<file path="src/include/node_cfg_map.svh">
`ifndef NODE_CFG_MAP_SVH
`define NODE_CFG_MAP_SVH

// ------------------------------------------------------------
// register indices
// ------------------------------------------------------------
`define OFS_IDENT        8'h00
`define OFS_CAPABILITY   8'h01
`define OFS_SECURITY     8'h04
`define OFS_ROUTE_ID     8'h05
`define OFS_PLL          8'h06
`define OFS_SWITCH_DIV   8'h07
`define OFS_REF_DIV      8'h08
`define OFS_DIR_LOW      8'h0C
`define OFS_DIR_HIGH     8'h0D
`define OFS_DEBUG_PIN    8'h10
`define OFS_DEBUG_ORIGIN 8'h1F
`define OFS_LINK_BASE    8'h20
`define OFS_CORE_BASE    8'h40
`define OFS_SETUP_BASE   8'h80
`define OFS_STATIC_BASE  8'hA0

// ------------------------------------------------------------
// sizes and reset values
// ------------------------------------------------------------
`define LINK_COUNT       8'h08
`define CORE_LINK_COUNT  8'h04
`define DIV_W            16
`define SWITCH_DIV_RESET 16'h0000
`define REF_DIV_RESET    16'h0003
`define TILE_RESET_LEN   4'hF
`define DIR_W            4
`define HALF_ID          8

`endif

</file>
<file path="src/include/node_cfg_pkg.sv">
package node_cfg_pkg;

    typedef struct packed {
        logic        valid;
        logic        write;
        logic [7:0]  addr;
        logic [31:0] wdata;
    } cfg_req_t;

    typedef struct packed {
        logic        ack;
        logic        refused;
        logic [31:0] rdata;
    } cfg_rsp_t;

    typedef struct packed {
        logic [7:0] chip;
        logic [7:0] straps;
        logic [7:0] revision;
        logic [7:0] version;
    } ident_word_t;

    typedef struct packed {
        logic        write_lock;
        logic [21:0] rsv_hi;
        logic        pll_lock;
        logic [6:0]  rsv_lo;
        logic        short_header;
    } security_word_t;

    typedef struct packed {
        logic [5:0]  rsv_hi;
        logic [2:0]  pll_output_divider;
        logic [1:0]  rsv_mid;
        logic [12:0] mult;
        logic        rsv_lo;
        logic [6:0]  in_div;
    } pll_word_t;

    typedef struct packed {
        logic [1:0] kind;
        logic [7:0] dest;
        logic       junk;
        logic       out_busy;
        logic       in_busy;
    } link_status_t;

    typedef struct packed {
        logic [5:0] rsv_a;
        logic [1:0] kind;
        logic [7:0] dest;
        logic [3:0] rsv_b;
        logic [3:0] dir;
        logic [1:0] rsv_c;
        logic [1:0] net;
        logic       rsv_d;
        logic       junk;
        logic       out_busy;
        logic       in_busy;
    } link_word_t;

endpackage : node_cfg_pkg

</file>
<file path="src/hdl/node_switch_config_regs.sv">
`timescale 1ns/1ps
`include "node_cfg_map.svh"

module node_switch_config_regs
    import node_cfg_pkg::*;
#(
    parameter logic [7:0] CHIP_ID        = 8'h5A, // arbitrary value
    parameter logic [7:0] SWITCH_REV     = 8'h01, // arbitrary value
    parameter logic [7:0] SWITCH_VER     = 8'h01, // arbitrary value
    parameter logic [7:0] NUM_LINKS      = 8'h08,
    parameter logic [7:0] NUM_CORES      = 8'h01,
    parameter logic [7:0] LINKS_PER_CORE = 8'h04
) (
    // clock and reset
    input  wire logic         MCLK,
    input  wire logic         RESET_N,
    // boot strap pins
    input  wire logic         BOOT_STRAP_PIN_0,
    input  wire logic         BOOT_STRAP_PIN_1,
    // configuration access
    input  wire cfg_req_t     CFG_REQ,
    output cfg_rsp_t          CFG_RSP,
    // switch state shown in the link words and the debug origin word
    input  link_status_t      LINK_STATUS [`LINK_COUNT],
    input  link_status_t      CORE_LINK_STATUS [`CORE_LINK_COUNT],
    input  wire logic [1:0]   DEBUG_ORIGIN,
    // routing lookup
    input  wire logic         ROUTE_VALID,
    input  wire logic [15:0]  ROUTE_DEST,
    output logic              ROUTE_DONE,
    output logic              ROUTE_LOCAL,
    output logic [3:0]        ROUTE_DIR,
    // settings driven into the node
    output logic              SHORT_HEADER,
    output logic [15:0]       NODE_ID,
    output pll_word_t         PLL_CFG,
    output logic              TILE_RESET,
    output logic              SWITCH_TICK,
    output logic              REF_TICK,
    output logic [1:0]        DEBUG_PIN_CFG
);

    // ------------------------------------------------------------
    // helpers
    // ------------------------------------------------------------
    function automatic logic in_group(input logic [7:0] a, input logic [7:0] base,
                                      input logic [7:0] n);
        in_group = (a >= base) && (a < 8'(base + n));
    endfunction : in_group

    function automatic pll_word_t pll_init(input logic [1:0] s);
        pll_word_t w;
        w = '0;
        case (s)
            2'h0: begin w.pll_output_divider = 3'h1; w.mult = 13'h0013; w.in_div = 7'h00; end
            2'h1: begin w.pll_output_divider = 3'h1; w.mult = 13'h0027; w.in_div = 7'h01; end
            2'h2: begin w.pll_output_divider = 3'h0; w.mult = 13'h0013; w.in_div = 7'h00; end
            default: begin w.pll_output_divider = 3'h0; w.mult = 13'h0009; w.in_div = 7'h00; end
        endcase
        pll_init = w;
    endfunction : pll_init

    // ------------------------------------------------------------
    // state
    // ------------------------------------------------------------
    logic [1:0]           strap_s1;
    logic [1:0]           strap_s2;
    logic [1:0]           strap_s3;
    logic                 captured;
    logic [1:0]           straps;
    security_word_t       security;
    logic [15:0]          node_id;
    pll_word_t            pll;
    logic [`DIV_W-1:0]    switch_div;
    logic [`DIV_W-1:0]    ref_div;
    logic [`DIV_W-1:0]    switch_cnt;
    logic [`DIV_W-1:0]    ref_cnt;
    logic [31:0]          dir_low;
    logic [31:0]          dir_high;
    logic [1:0]           debug_pin;
    logic [3:0]           link_dir [`LINK_COUNT];
    logic [1:0]           link_net [`LINK_COUNT];
    logic [1:0]           core_net [`CORE_LINK_COUNT];
    logic [31:0]          link_setup [`LINK_COUNT];
    logic [31:0]          link_static [`LINK_COUNT];
    logic [3:0]           tile_cnt;
    logic                 do_capture;
    logic                 wr;
    logic                 wr_ok;
    logic                 pll_wr_ok;
    logic [2:0]           idx;
    logic [31:0]          next_rdata;
    link_word_t           lw;

    // ------------------------------------------------------------
    // strap capture
    // ------------------------------------------------------------
    always_ff @(posedge MCLK) begin
        strap_s1 <= {BOOT_STRAP_PIN_1, BOOT_STRAP_PIN_0};
        strap_s2 <= strap_s1;
        strap_s3 <= strap_s2;
    end

    // sampled once after release, when the synchroniser has settled
    assign do_capture = !captured && (strap_s2 == strap_s3);

    always_ff @(posedge MCLK) begin
        if (!RESET_N) begin
            captured <= 1'b0;
            straps   <= 2'h0;
        end else if (do_capture) begin
            captured <= 1'b1;
            straps   <= strap_s3;
        end
    end

    // ------------------------------------------------------------
    // write qualification
    // ------------------------------------------------------------
    // only configuration requests reach the registers
    assign wr    = CFG_REQ.valid && CFG_REQ.write;
    assign wr_ok = wr && !security.write_lock;
    assign pll_wr_ok = wr_ok && (CFG_REQ.addr == `OFS_PLL) && !security.pll_lock;
    assign idx   = CFG_REQ.addr[2:0];

    // ------------------------------------------------------------
    // writable registers
    // ------------------------------------------------------------
    // only defined fields are stored
    always_ff @(posedge MCLK) begin
        if (!RESET_N) begin
            security <= '0;
        end else if (wr_ok && CFG_REQ.addr == `OFS_SECURITY) begin
            security.write_lock   <= CFG_REQ.wdata[31];
            security.pll_lock     <= CFG_REQ.wdata[8];
            security.short_header <= CFG_REQ.wdata[0];
        end
    end

    always_ff @(posedge MCLK) begin
        if (!RESET_N) begin
            node_id <= '0;
        end else if (wr_ok && CFG_REQ.addr == `OFS_ROUTE_ID) begin
            node_id <= CFG_REQ.wdata[15:0];
        end
    end

    always_ff @(posedge MCLK) begin
        if (!RESET_N) begin
            pll <= '0;
        end else if (do_capture) begin
            pll <= pll_init(strap_s3);
        end else if (pll_wr_ok) begin
            pll.pll_output_divider <= CFG_REQ.wdata[25:23];
            pll.mult               <= CFG_REQ.wdata[20:8];
            pll.in_div             <= CFG_REQ.wdata[6:0];
        end
    end

    // tile reset after pll write, not when locked out
    always_ff @(posedge MCLK) begin
        if (!RESET_N) begin
            tile_cnt <= '0;
        end else if (pll_wr_ok) begin
            tile_cnt <= `TILE_RESET_LEN;
        end else if (tile_cnt != '0) begin
            tile_cnt <= tile_cnt - 4'h1;
        end
    end

    always_ff @(posedge MCLK) begin
        if (!RESET_N) begin
            switch_div <= `SWITCH_DIV_RESET;
            ref_div    <= `REF_DIV_RESET;
            dir_low    <= '0;
            dir_high   <= '0;
            debug_pin  <= '0;
        end else if (wr_ok) begin
            if (CFG_REQ.addr == `OFS_SWITCH_DIV) begin
                switch_div <= CFG_REQ.wdata[`DIV_W-1:0];
            end else if (CFG_REQ.addr == `OFS_REF_DIV) begin
                ref_div <= CFG_REQ.wdata[`DIV_W-1:0];
            end else if (CFG_REQ.addr == `OFS_DIR_LOW) begin
                dir_low <= CFG_REQ.wdata;
            end else if (CFG_REQ.addr == `OFS_DIR_HIGH) begin
                dir_high <= CFG_REQ.wdata;
            end else if (CFG_REQ.addr == `OFS_DEBUG_PIN) begin
                debug_pin <= CFG_REQ.wdata[1:0];
            end
        end
    end

    always_ff @(posedge MCLK) begin
        if (!RESET_N) begin
            for (int i = 0; i < `LINK_COUNT; i++) begin
                link_dir[i]    <= '0;
                link_net[i]    <= '0;
                link_setup[i]  <= '0;
                link_static[i] <= '0;
            end
            for (int i = 0; i < `CORE_LINK_COUNT; i++) begin
                core_net[i] <= '0;
            end
        end else if (wr_ok) begin
            if (in_group(CFG_REQ.addr, `OFS_LINK_BASE, `LINK_COUNT)) begin
                link_dir[idx] <= CFG_REQ.wdata[11:8];
                link_net[idx] <= CFG_REQ.wdata[5:4];
            end else if (in_group(CFG_REQ.addr, `OFS_CORE_BASE, `CORE_LINK_COUNT)) begin
                core_net[idx[1:0]] <= CFG_REQ.wdata[5:4];
            end else if (in_group(CFG_REQ.addr, `OFS_SETUP_BASE, `LINK_COUNT)) begin
                link_setup[idx] <= CFG_REQ.wdata;
            end else if (in_group(CFG_REQ.addr, `OFS_STATIC_BASE, `LINK_COUNT)) begin
                link_static[idx] <= CFG_REQ.wdata;
            end
        end
    end

    // ------------------------------------------------------------
    // read path
    // ------------------------------------------------------------
    always_comb begin
        next_rdata = '0;
        lw         = '0;
        if (CFG_REQ.addr == `OFS_IDENT) begin
            next_rdata = ident_word_t'{CHIP_ID, {6'h00, straps}, SWITCH_REV, SWITCH_VER};
        end else if (CFG_REQ.addr == `OFS_CAPABILITY) begin
            next_rdata = {8'h00, NUM_LINKS, NUM_CORES, LINKS_PER_CORE};
        end else if (CFG_REQ.addr == `OFS_SECURITY) begin
            next_rdata = security;
        end else if (CFG_REQ.addr == `OFS_ROUTE_ID) begin
            next_rdata = {16'h0000, node_id};
        end else if (CFG_REQ.addr == `OFS_PLL) begin
            next_rdata = pll;
        end else if (CFG_REQ.addr == `OFS_SWITCH_DIV) begin
            next_rdata = {16'h0000, switch_div};
        end else if (CFG_REQ.addr == `OFS_REF_DIV) begin
            next_rdata = {16'h0000, ref_div};
        end else if (CFG_REQ.addr == `OFS_DIR_LOW) begin
            next_rdata = dir_low;
        end else if (CFG_REQ.addr == `OFS_DIR_HIGH) begin
            next_rdata = dir_high;
        end else if (CFG_REQ.addr == `OFS_DEBUG_PIN) begin
            next_rdata = {30'h0, debug_pin};
        end else if (CFG_REQ.addr == `OFS_DEBUG_ORIGIN) begin
            next_rdata = {27'h0, DEBUG_ORIGIN[1], 3'h0, DEBUG_ORIGIN[0]};
        end else if (in_group(CFG_REQ.addr, `OFS_LINK_BASE, `LINK_COUNT)) begin
            lw.kind     = LINK_STATUS[idx].kind;
            lw.dest     = LINK_STATUS[idx].dest;
            lw.dir      = link_dir[idx];
            lw.net      = link_net[idx];
            lw.junk     = LINK_STATUS[idx].junk;
            lw.out_busy = LINK_STATUS[idx].out_busy;
            lw.in_busy  = LINK_STATUS[idx].in_busy;
            next_rdata  = lw;
        end else if (in_group(CFG_REQ.addr, `OFS_CORE_BASE, `CORE_LINK_COUNT)) begin
            lw.kind     = CORE_LINK_STATUS[idx[1:0]].kind;
            lw.dest     = CORE_LINK_STATUS[idx[1:0]].dest;
            lw.net      = core_net[idx[1:0]];
            lw.junk     = CORE_LINK_STATUS[idx[1:0]].junk;
            lw.out_busy = CORE_LINK_STATUS[idx[1:0]].out_busy;
            lw.in_busy  = CORE_LINK_STATUS[idx[1:0]].in_busy;
            next_rdata  = lw;
        end else if (in_group(CFG_REQ.addr, `OFS_SETUP_BASE, `LINK_COUNT)) begin
            next_rdata = link_setup[idx];
        end else if (in_group(CFG_REQ.addr, `OFS_STATIC_BASE, `LINK_COUNT)) begin
            next_rdata = link_static[idx];
        end
    end

    // refused writes still answer, so the master never waits forever
    always_ff @(posedge MCLK) begin
        if (!RESET_N) begin
            CFG_RSP <= '0;
        end else begin
            CFG_RSP.ack     <= CFG_REQ.valid;
            CFG_RSP.refused <= wr && (security.write_lock
                               || (CFG_REQ.addr == `OFS_PLL && security.pll_lock));
            CFG_RSP.rdata   <= (CFG_REQ.valid && !CFG_REQ.write) ? next_rdata : '0;
        end
    end

    // ------------------------------------------------------------
    // clock division
    // ------------------------------------------------------------
    // switch clock tick every divider+1 cycles
    always_ff @(posedge MCLK) begin
        if (!RESET_N) begin
            switch_cnt  <= '0;
            SWITCH_TICK <= 1'b0;
        end else begin
            SWITCH_TICK <= (switch_cnt >= switch_div);
            switch_cnt  <= (switch_cnt >= switch_div) ? '0 : switch_cnt + 16'h0001;
        end
    end

    always_ff @(posedge MCLK) begin
        if (!RESET_N) begin
            ref_cnt  <= '0;
            REF_TICK <= 1'b0;
        end else begin
            REF_TICK <= (ref_cnt >= ref_div);
            ref_cnt  <= (ref_cnt >= ref_div) ? '0 : ref_cnt + 16'h0001;
        end
    end

    // ------------------------------------------------------------
    // routing lookup
    // ------------------------------------------------------------
    // most significant mismatch picks direction
    always_ff @(posedge MCLK) begin
        if (!RESET_N) begin
            ROUTE_DONE  <= 1'b0;
            ROUTE_LOCAL <= 1'b0;
            ROUTE_DIR   <= '0;
        end else begin
            ROUTE_DONE  <= ROUTE_VALID;
            ROUTE_LOCAL <= ROUTE_VALID && (ROUTE_DEST == node_id);
            ROUTE_DIR   <= '0;
            for (int b = 0; b < 16; b++) begin
                if (ROUTE_VALID && (ROUTE_DEST[b] != node_id[b])) begin
                    ROUTE_DIR <= (b < `HALF_ID)
                        ? dir_low[b*`DIR_W +: `DIR_W]
                        : dir_high[(b-`HALF_ID)*`DIR_W +: `DIR_W];
                end
            end
        end
    end

    // ------------------------------------------------------------
    // outputs
    // ------------------------------------------------------------
    // settings handed to the pll and the rest of the node
    assign PLL_CFG       = pll;
    assign SHORT_HEADER  = security.short_header;
    assign NODE_ID       = node_id;
    assign TILE_RESET    = (tile_cnt != '0);
    assign DEBUG_PIN_CFG = debug_pin;

endmodule : node_switch_config_regs

</file>
<file path="config.mk">
export PLATFORM = sky130hd
export DESIGN_NAME = node_switch_config_regs
export DESIGN_NICKNAME = d
export VERILOG_FILES = /design/src/include/node_cfg_pkg.sv /design/src/hdl/node_switch_config_regs.sv
export VERILOG_INCLUDE_DIRS = /design/src /design/src/include
export SDC_FILE = /design/constraint.sdc
export NUM_CORES = 2
export LEC_CHECK = 0
export ABC_AREA = 1
export BUFFER_PORTS_ARGS = -buffer_cell sky130_fd_sc_hd__buf_2
export CORE_MARGIN = 1
export CORE_UTILIZATION = 50
export DETAILED_ROUTE_END_ITERATION = 10
export GPL_TIMING_DRIVEN = 0
export PLACE_DENSITY = 0.73
export SYNTH_ARGS = -nofsm -noshare
export SYNTH_HDL_FRONTEND = slang
export SYNTH_SLANG_ARGS = --single-unit
</file>
<file path="constraint.sdc">
create_clock -name MCLK -period 3.3 [get_ports MCLK]
set_clock_uncertainty 0.15 [all_clocks]
set_input_delay 0.66 -clock MCLK [delete_from_list [all_inputs] [get_ports MCLK]]
set_output_delay 0.66 -clock MCLK [all_outputs]
set_load 0.05 [all_outputs]
</file>
==> metrics.log <==
INFO  metric floorplan.rows = 97
INFO  metric layout.nets = 4,276
INFO  metric placement.io_buffers = 304
INFO  metric final_cell_mix = sky130_fd_sc_hd__nor2_1, sky130_fd_sc_hd__edfxtp_1, sky130_fd_sc_hd__buf_2
INFO  metric crit_arrival = 3.76 ns
INFO  metric synthFlopType = sky130_fd_sc_hd__edfxtp_1
INFO  metric i_o_pins = 315
INFO  metric max_slew.worst_pin.slew = 1.45 ns
INFO  metric die_h = 268 um
INFO  metric async_flop_share = 0
INFO  metric report.final.hold_viol_count = 0
INFO  metric max_cap_violations = 0
INFO  metric ctsHtreeMaxLevel = 3
INFO  metric antenna_violations_before_repair = 12
INFO  metric drt_pass1_iterations = 9
INFO  metric relSlewSlack = 0.0256
INFO  metric drv_slew = 0
INFO  metric clk_transition_reported_paths = 0.06 ns
INFO  metric number_of_buffers_on_the_longest_clock_path = 3
INFO  metric max_stage_delay = 0.41 ns
INFO  metric setup_ws = -0.262 ns
INFO  metric timing.fmax = 281 MHz
INFO  metric p_leak = 0.0160 uW
INFO  metric setup.worst_path.start_class = input pin
INFO  metric synth_seq_area_share = 0.613
INFO  metric grt_pass1_wl = 214,000 um
INFO  metric coreArea = 69,900 um2
INFO  metric pin_count_of_the_biggest_net_entering_global_routing = 28
INFO  metric drt-initial-drc-count = 6,786
INFO  metric dp.final_hpwl = 108,000 um
INFO  metric final-instance-count-excl-fill = 5,037
INFO  metric die_width = 268 um
INFO  metric fp.dieArea = 71,600 um2
INFO  metric place_inst = 4,868
INFO  metric timing.critical_path.cells = buf_4, inv_1, nand2_2, buf_4, buf_2, buf_4, nor2_1, nand2_1, clkbuf_4, nand2_4, buf_12
INFO  metric clock_latency = 0.69 ns
INFO  metric postRouteWirelength = 157,000 um
INFO  metric r2r_cells = 7
INFO  metric tritoncts.num_buffers = 84
INFO  metric synth_enable_flop_cells = 568
INFO  metric run_status = complete, but fails checks
INFO  metric ys_ff_latch = 795
INFO  metric cts-root-buf = sky130_fd_sc_hd__clkbuf_16
INFO  metric globalRoute.totalOverflow = 0
INFO  metric final.period_utilization = 1.08
INFO  metric power.ir.vdd_worst = 0.450 mV
INFO  metric first_global_vias = 30,196
INFO  metric violations = setup timing
INFO  metric gr-usage-all-layers = 0.431
INFO  metric drt_drc_violations_left = 0
INFO  metric cts_tree = yes
INFO  metric worstHoldPathCells = 3
INFO  metric postSynthAreaPerCell = 9.80 um2
INFO  metric ys_warn_count = 0
INFO  metric critical_path_required = 3.50 ns
INFO  metric yosysUniqueCellTypes = 51
INFO  metric fillerInstances = 5,976
INFO  metric mostFrequentLayoutCell = sky130_fd_sc_hd__nor2_1
INFO  metric final_util = 0.591
INFO  metric pwr_density_cell = 553 nW/um2
INFO  metric rsz_0062_raised_after_global_routing = true
INFO  metric mappedNetlistArea = 35,300 um2
INFO  metric path_max_fanout = 21
INFO  metric remaining_number_of_nets_flagged_by_the_antenna_check_after_routing = 0
INFO  metric crit_path_end_kind = register
INFO  metric min-delay-path-class = in2reg
INFO  metric initial_core_util = 0.504
INFO  metric timing.final.crit_period = 3.56 ns
INFO  metric final_layout_size_suffix_gt1_frac = 0.170
INFO  metric drt-wirelength-per-cell = 31.3 um
INFO  metric viasPerCell = 6.63
INFO  metric final-setup-viol-count = 238
INFO  metric flow.area_growth_from_synthesis = 17.2%
INFO  metric path_common_cell = sky130_fd_sc_hd__buf_4
INFO  metric sequential_cell_area = 21,600 um2
INFO  metric cpMaxStageDelayCell = sky130_fd_sc_hd__clkbuf_4
INFO  metric worstSetupPathType = in2reg
INFO  metric synth_cells = 3,600
INFO  metric vias = 33,392
INFO  metric multiInputGateArea = 11,700 um2
INFO  metric cts_num_sinks = 795
INFO  metric gp_routability_congestion = 1.02
==> timing repair <==
action,4_1_cts,5_1_grt
hold buffers,2,0
setup endpoints to repair,1091,302
gates resized for setup,68,49
pin swaps,2,0
endpoints found under the hold margin,2,0
buffers inserted,4,0
==> where the power goes <==
part           total, uW  leakage, uW  internal (uW)  switching, uW
clock network       9370      0.00130           5180           4190
logic               2390      0.00704            610           1780
registers          11100      0.00767          11000            129
==> critical path: cells and delay by family <==
kind	cells	cell delay (ns)
simple gates	4	1.28
buf+inv	7	1.79
==> logic make-up (layout without fill, tap and decap cells) <==
group,count (synthesis),in the layout,synth area share
buf+inv,519,997,0.0617
simple gates,1230,1230,0.145
flops,795,795,0.613
other cells,1,20,0.000106
xor+xnor,22,22,0.00546
mux,1,1,0.000284
compound gates,996,996,0.163
fa+ha+maj,36,36,0.0128
==> cell usage after synthesis, types with 11 or more instances <==
cell                        instances  area share
sky130_fd_sc_hd__xor2_1            15      0.0037
sky130_fd_sc_hd__clkbuf_1         122       0.013
sky130_fd_sc_hd__or2_2             36      0.0064
sky130_fd_sc_hd__o2111ai_1         11      0.0027
sky130_fd_sc_hd__o211ai_1          15      0.0032
sky130_fd_sc_hd__inv_1            216       0.023
sky130_fd_sc_hd__a21oi_1          245       0.035
sky130_fd_sc_hd__buf_4             26      0.0055
sky130_fd_sc_hd__nor3_1            32      0.0045
sky130_fd_sc_hd__buf_1             12      0.0013
sky130_fd_sc_hd__dfxtp_1          227        0.13
sky130_fd_sc_hd__buf_2            102       0.014
sky130_fd_sc_hd__o31ai_1           20      0.0043
sky130_fd_sc_hd__nand2_1          296       0.032
sky130_fd_sc_hd__clkinv_1          30      0.0032
sky130_fd_sc_hd__nand3_1          128       0.018
sky130_fd_sc_hd__o22ai_1          314       0.056
sky130_fd_sc_hd__edfxtp_1         568        0.48
sky130_fd_sc_hd__o221ai_1          16      0.0040
sky130_fd_sc_hd__o21a_1            12      0.0026
sky130_fd_sc_hd__ha_1              36       0.013
sky130_fd_sc_hd__nand4_1           20      0.0035
sky130_fd_sc_hd__nor2_1           687       0.073
sky130_fd_sc_hd__o21ai_0          319       0.045
==> stage by stage <==
step / worst slack [ns] / power [uW] / setup TNS, ns / area [um2] / hold slack (ns)
2_1_floorplan: 0.0355 / 12500 / 0 / 35300 / 0.160
3_3_place_gp: -3.19 / 13400 / -2012.89 / 38000 / 0.161
3_5_place_dp: -2.11 / 13500 / -1400.35 / 38400 / 0.173
4_1_cts: -0.00275 / 22500 / -0.0128 / 41200 / 0.0899
5_1_grt: -0.135 / 23200 / -9.24 / 41300 / 0.116
6_report: -0.262 / 22900 / -28.01 / 41300 / 0.0915
==> area by class of cell <==
type / count / share of cell area
diodes: 11 / 0.000666
multi-input cells: 2294 / 0.283
inverters: 255 / 0.0232
plain buffers: 263 / 0.0322
repair buffers: 326 / 0.0461
clock inverters: 44 / 0.00926
well taps: 940 / 0.0284
clock buffers: 109 / 0.0546
flip-flops and latches: 795 / 0.522
==> flip-flops by register name, indices dropped and copies added (netlist names), 4 cells and up <==
signal / cells
CFG_RSP: 34
NODE_ID: 16
PLL_CFG: 23
ROUTE_DIR: 4
core_net: 8
dir_high: 32
dir_low: 32
link_dir: 32
link_net: 16
link_setup: 256
link_static: 256
ref_cnt: 16
ref_div: 16
switch_cnt: 16
switch_div: 16
tile_cnt: 4
==> metal layers <==
layer / part of all wire / global-route usage / routed length (um) / up-vias
li1: - / - / - / 13599
met1: 0.33 / 0.543 / 52500 / 15506
met2: 0.40 / 0.598 / 63500 / 3433
met3: 0.18 / 0.194 / 28900 / 848
met4: 0.079 / 0.275 / 12400 / 6
met5: 0.00060 / 0 / 95 / -
==> final timing paths <==
kind,startpoint,to,slack [ns]
setup / recovery,CFG_REQ[32],link_static[6][20],-0.26
hold / removal,CFG_REQ[41],CFG_RSP[33],0.09
setup reg to reg,security[31],link_static[4][20],-0.15
hold reg to reg,strap_s1[0],strap_s2[0],0.18
(Power assumes the default switching activity.)
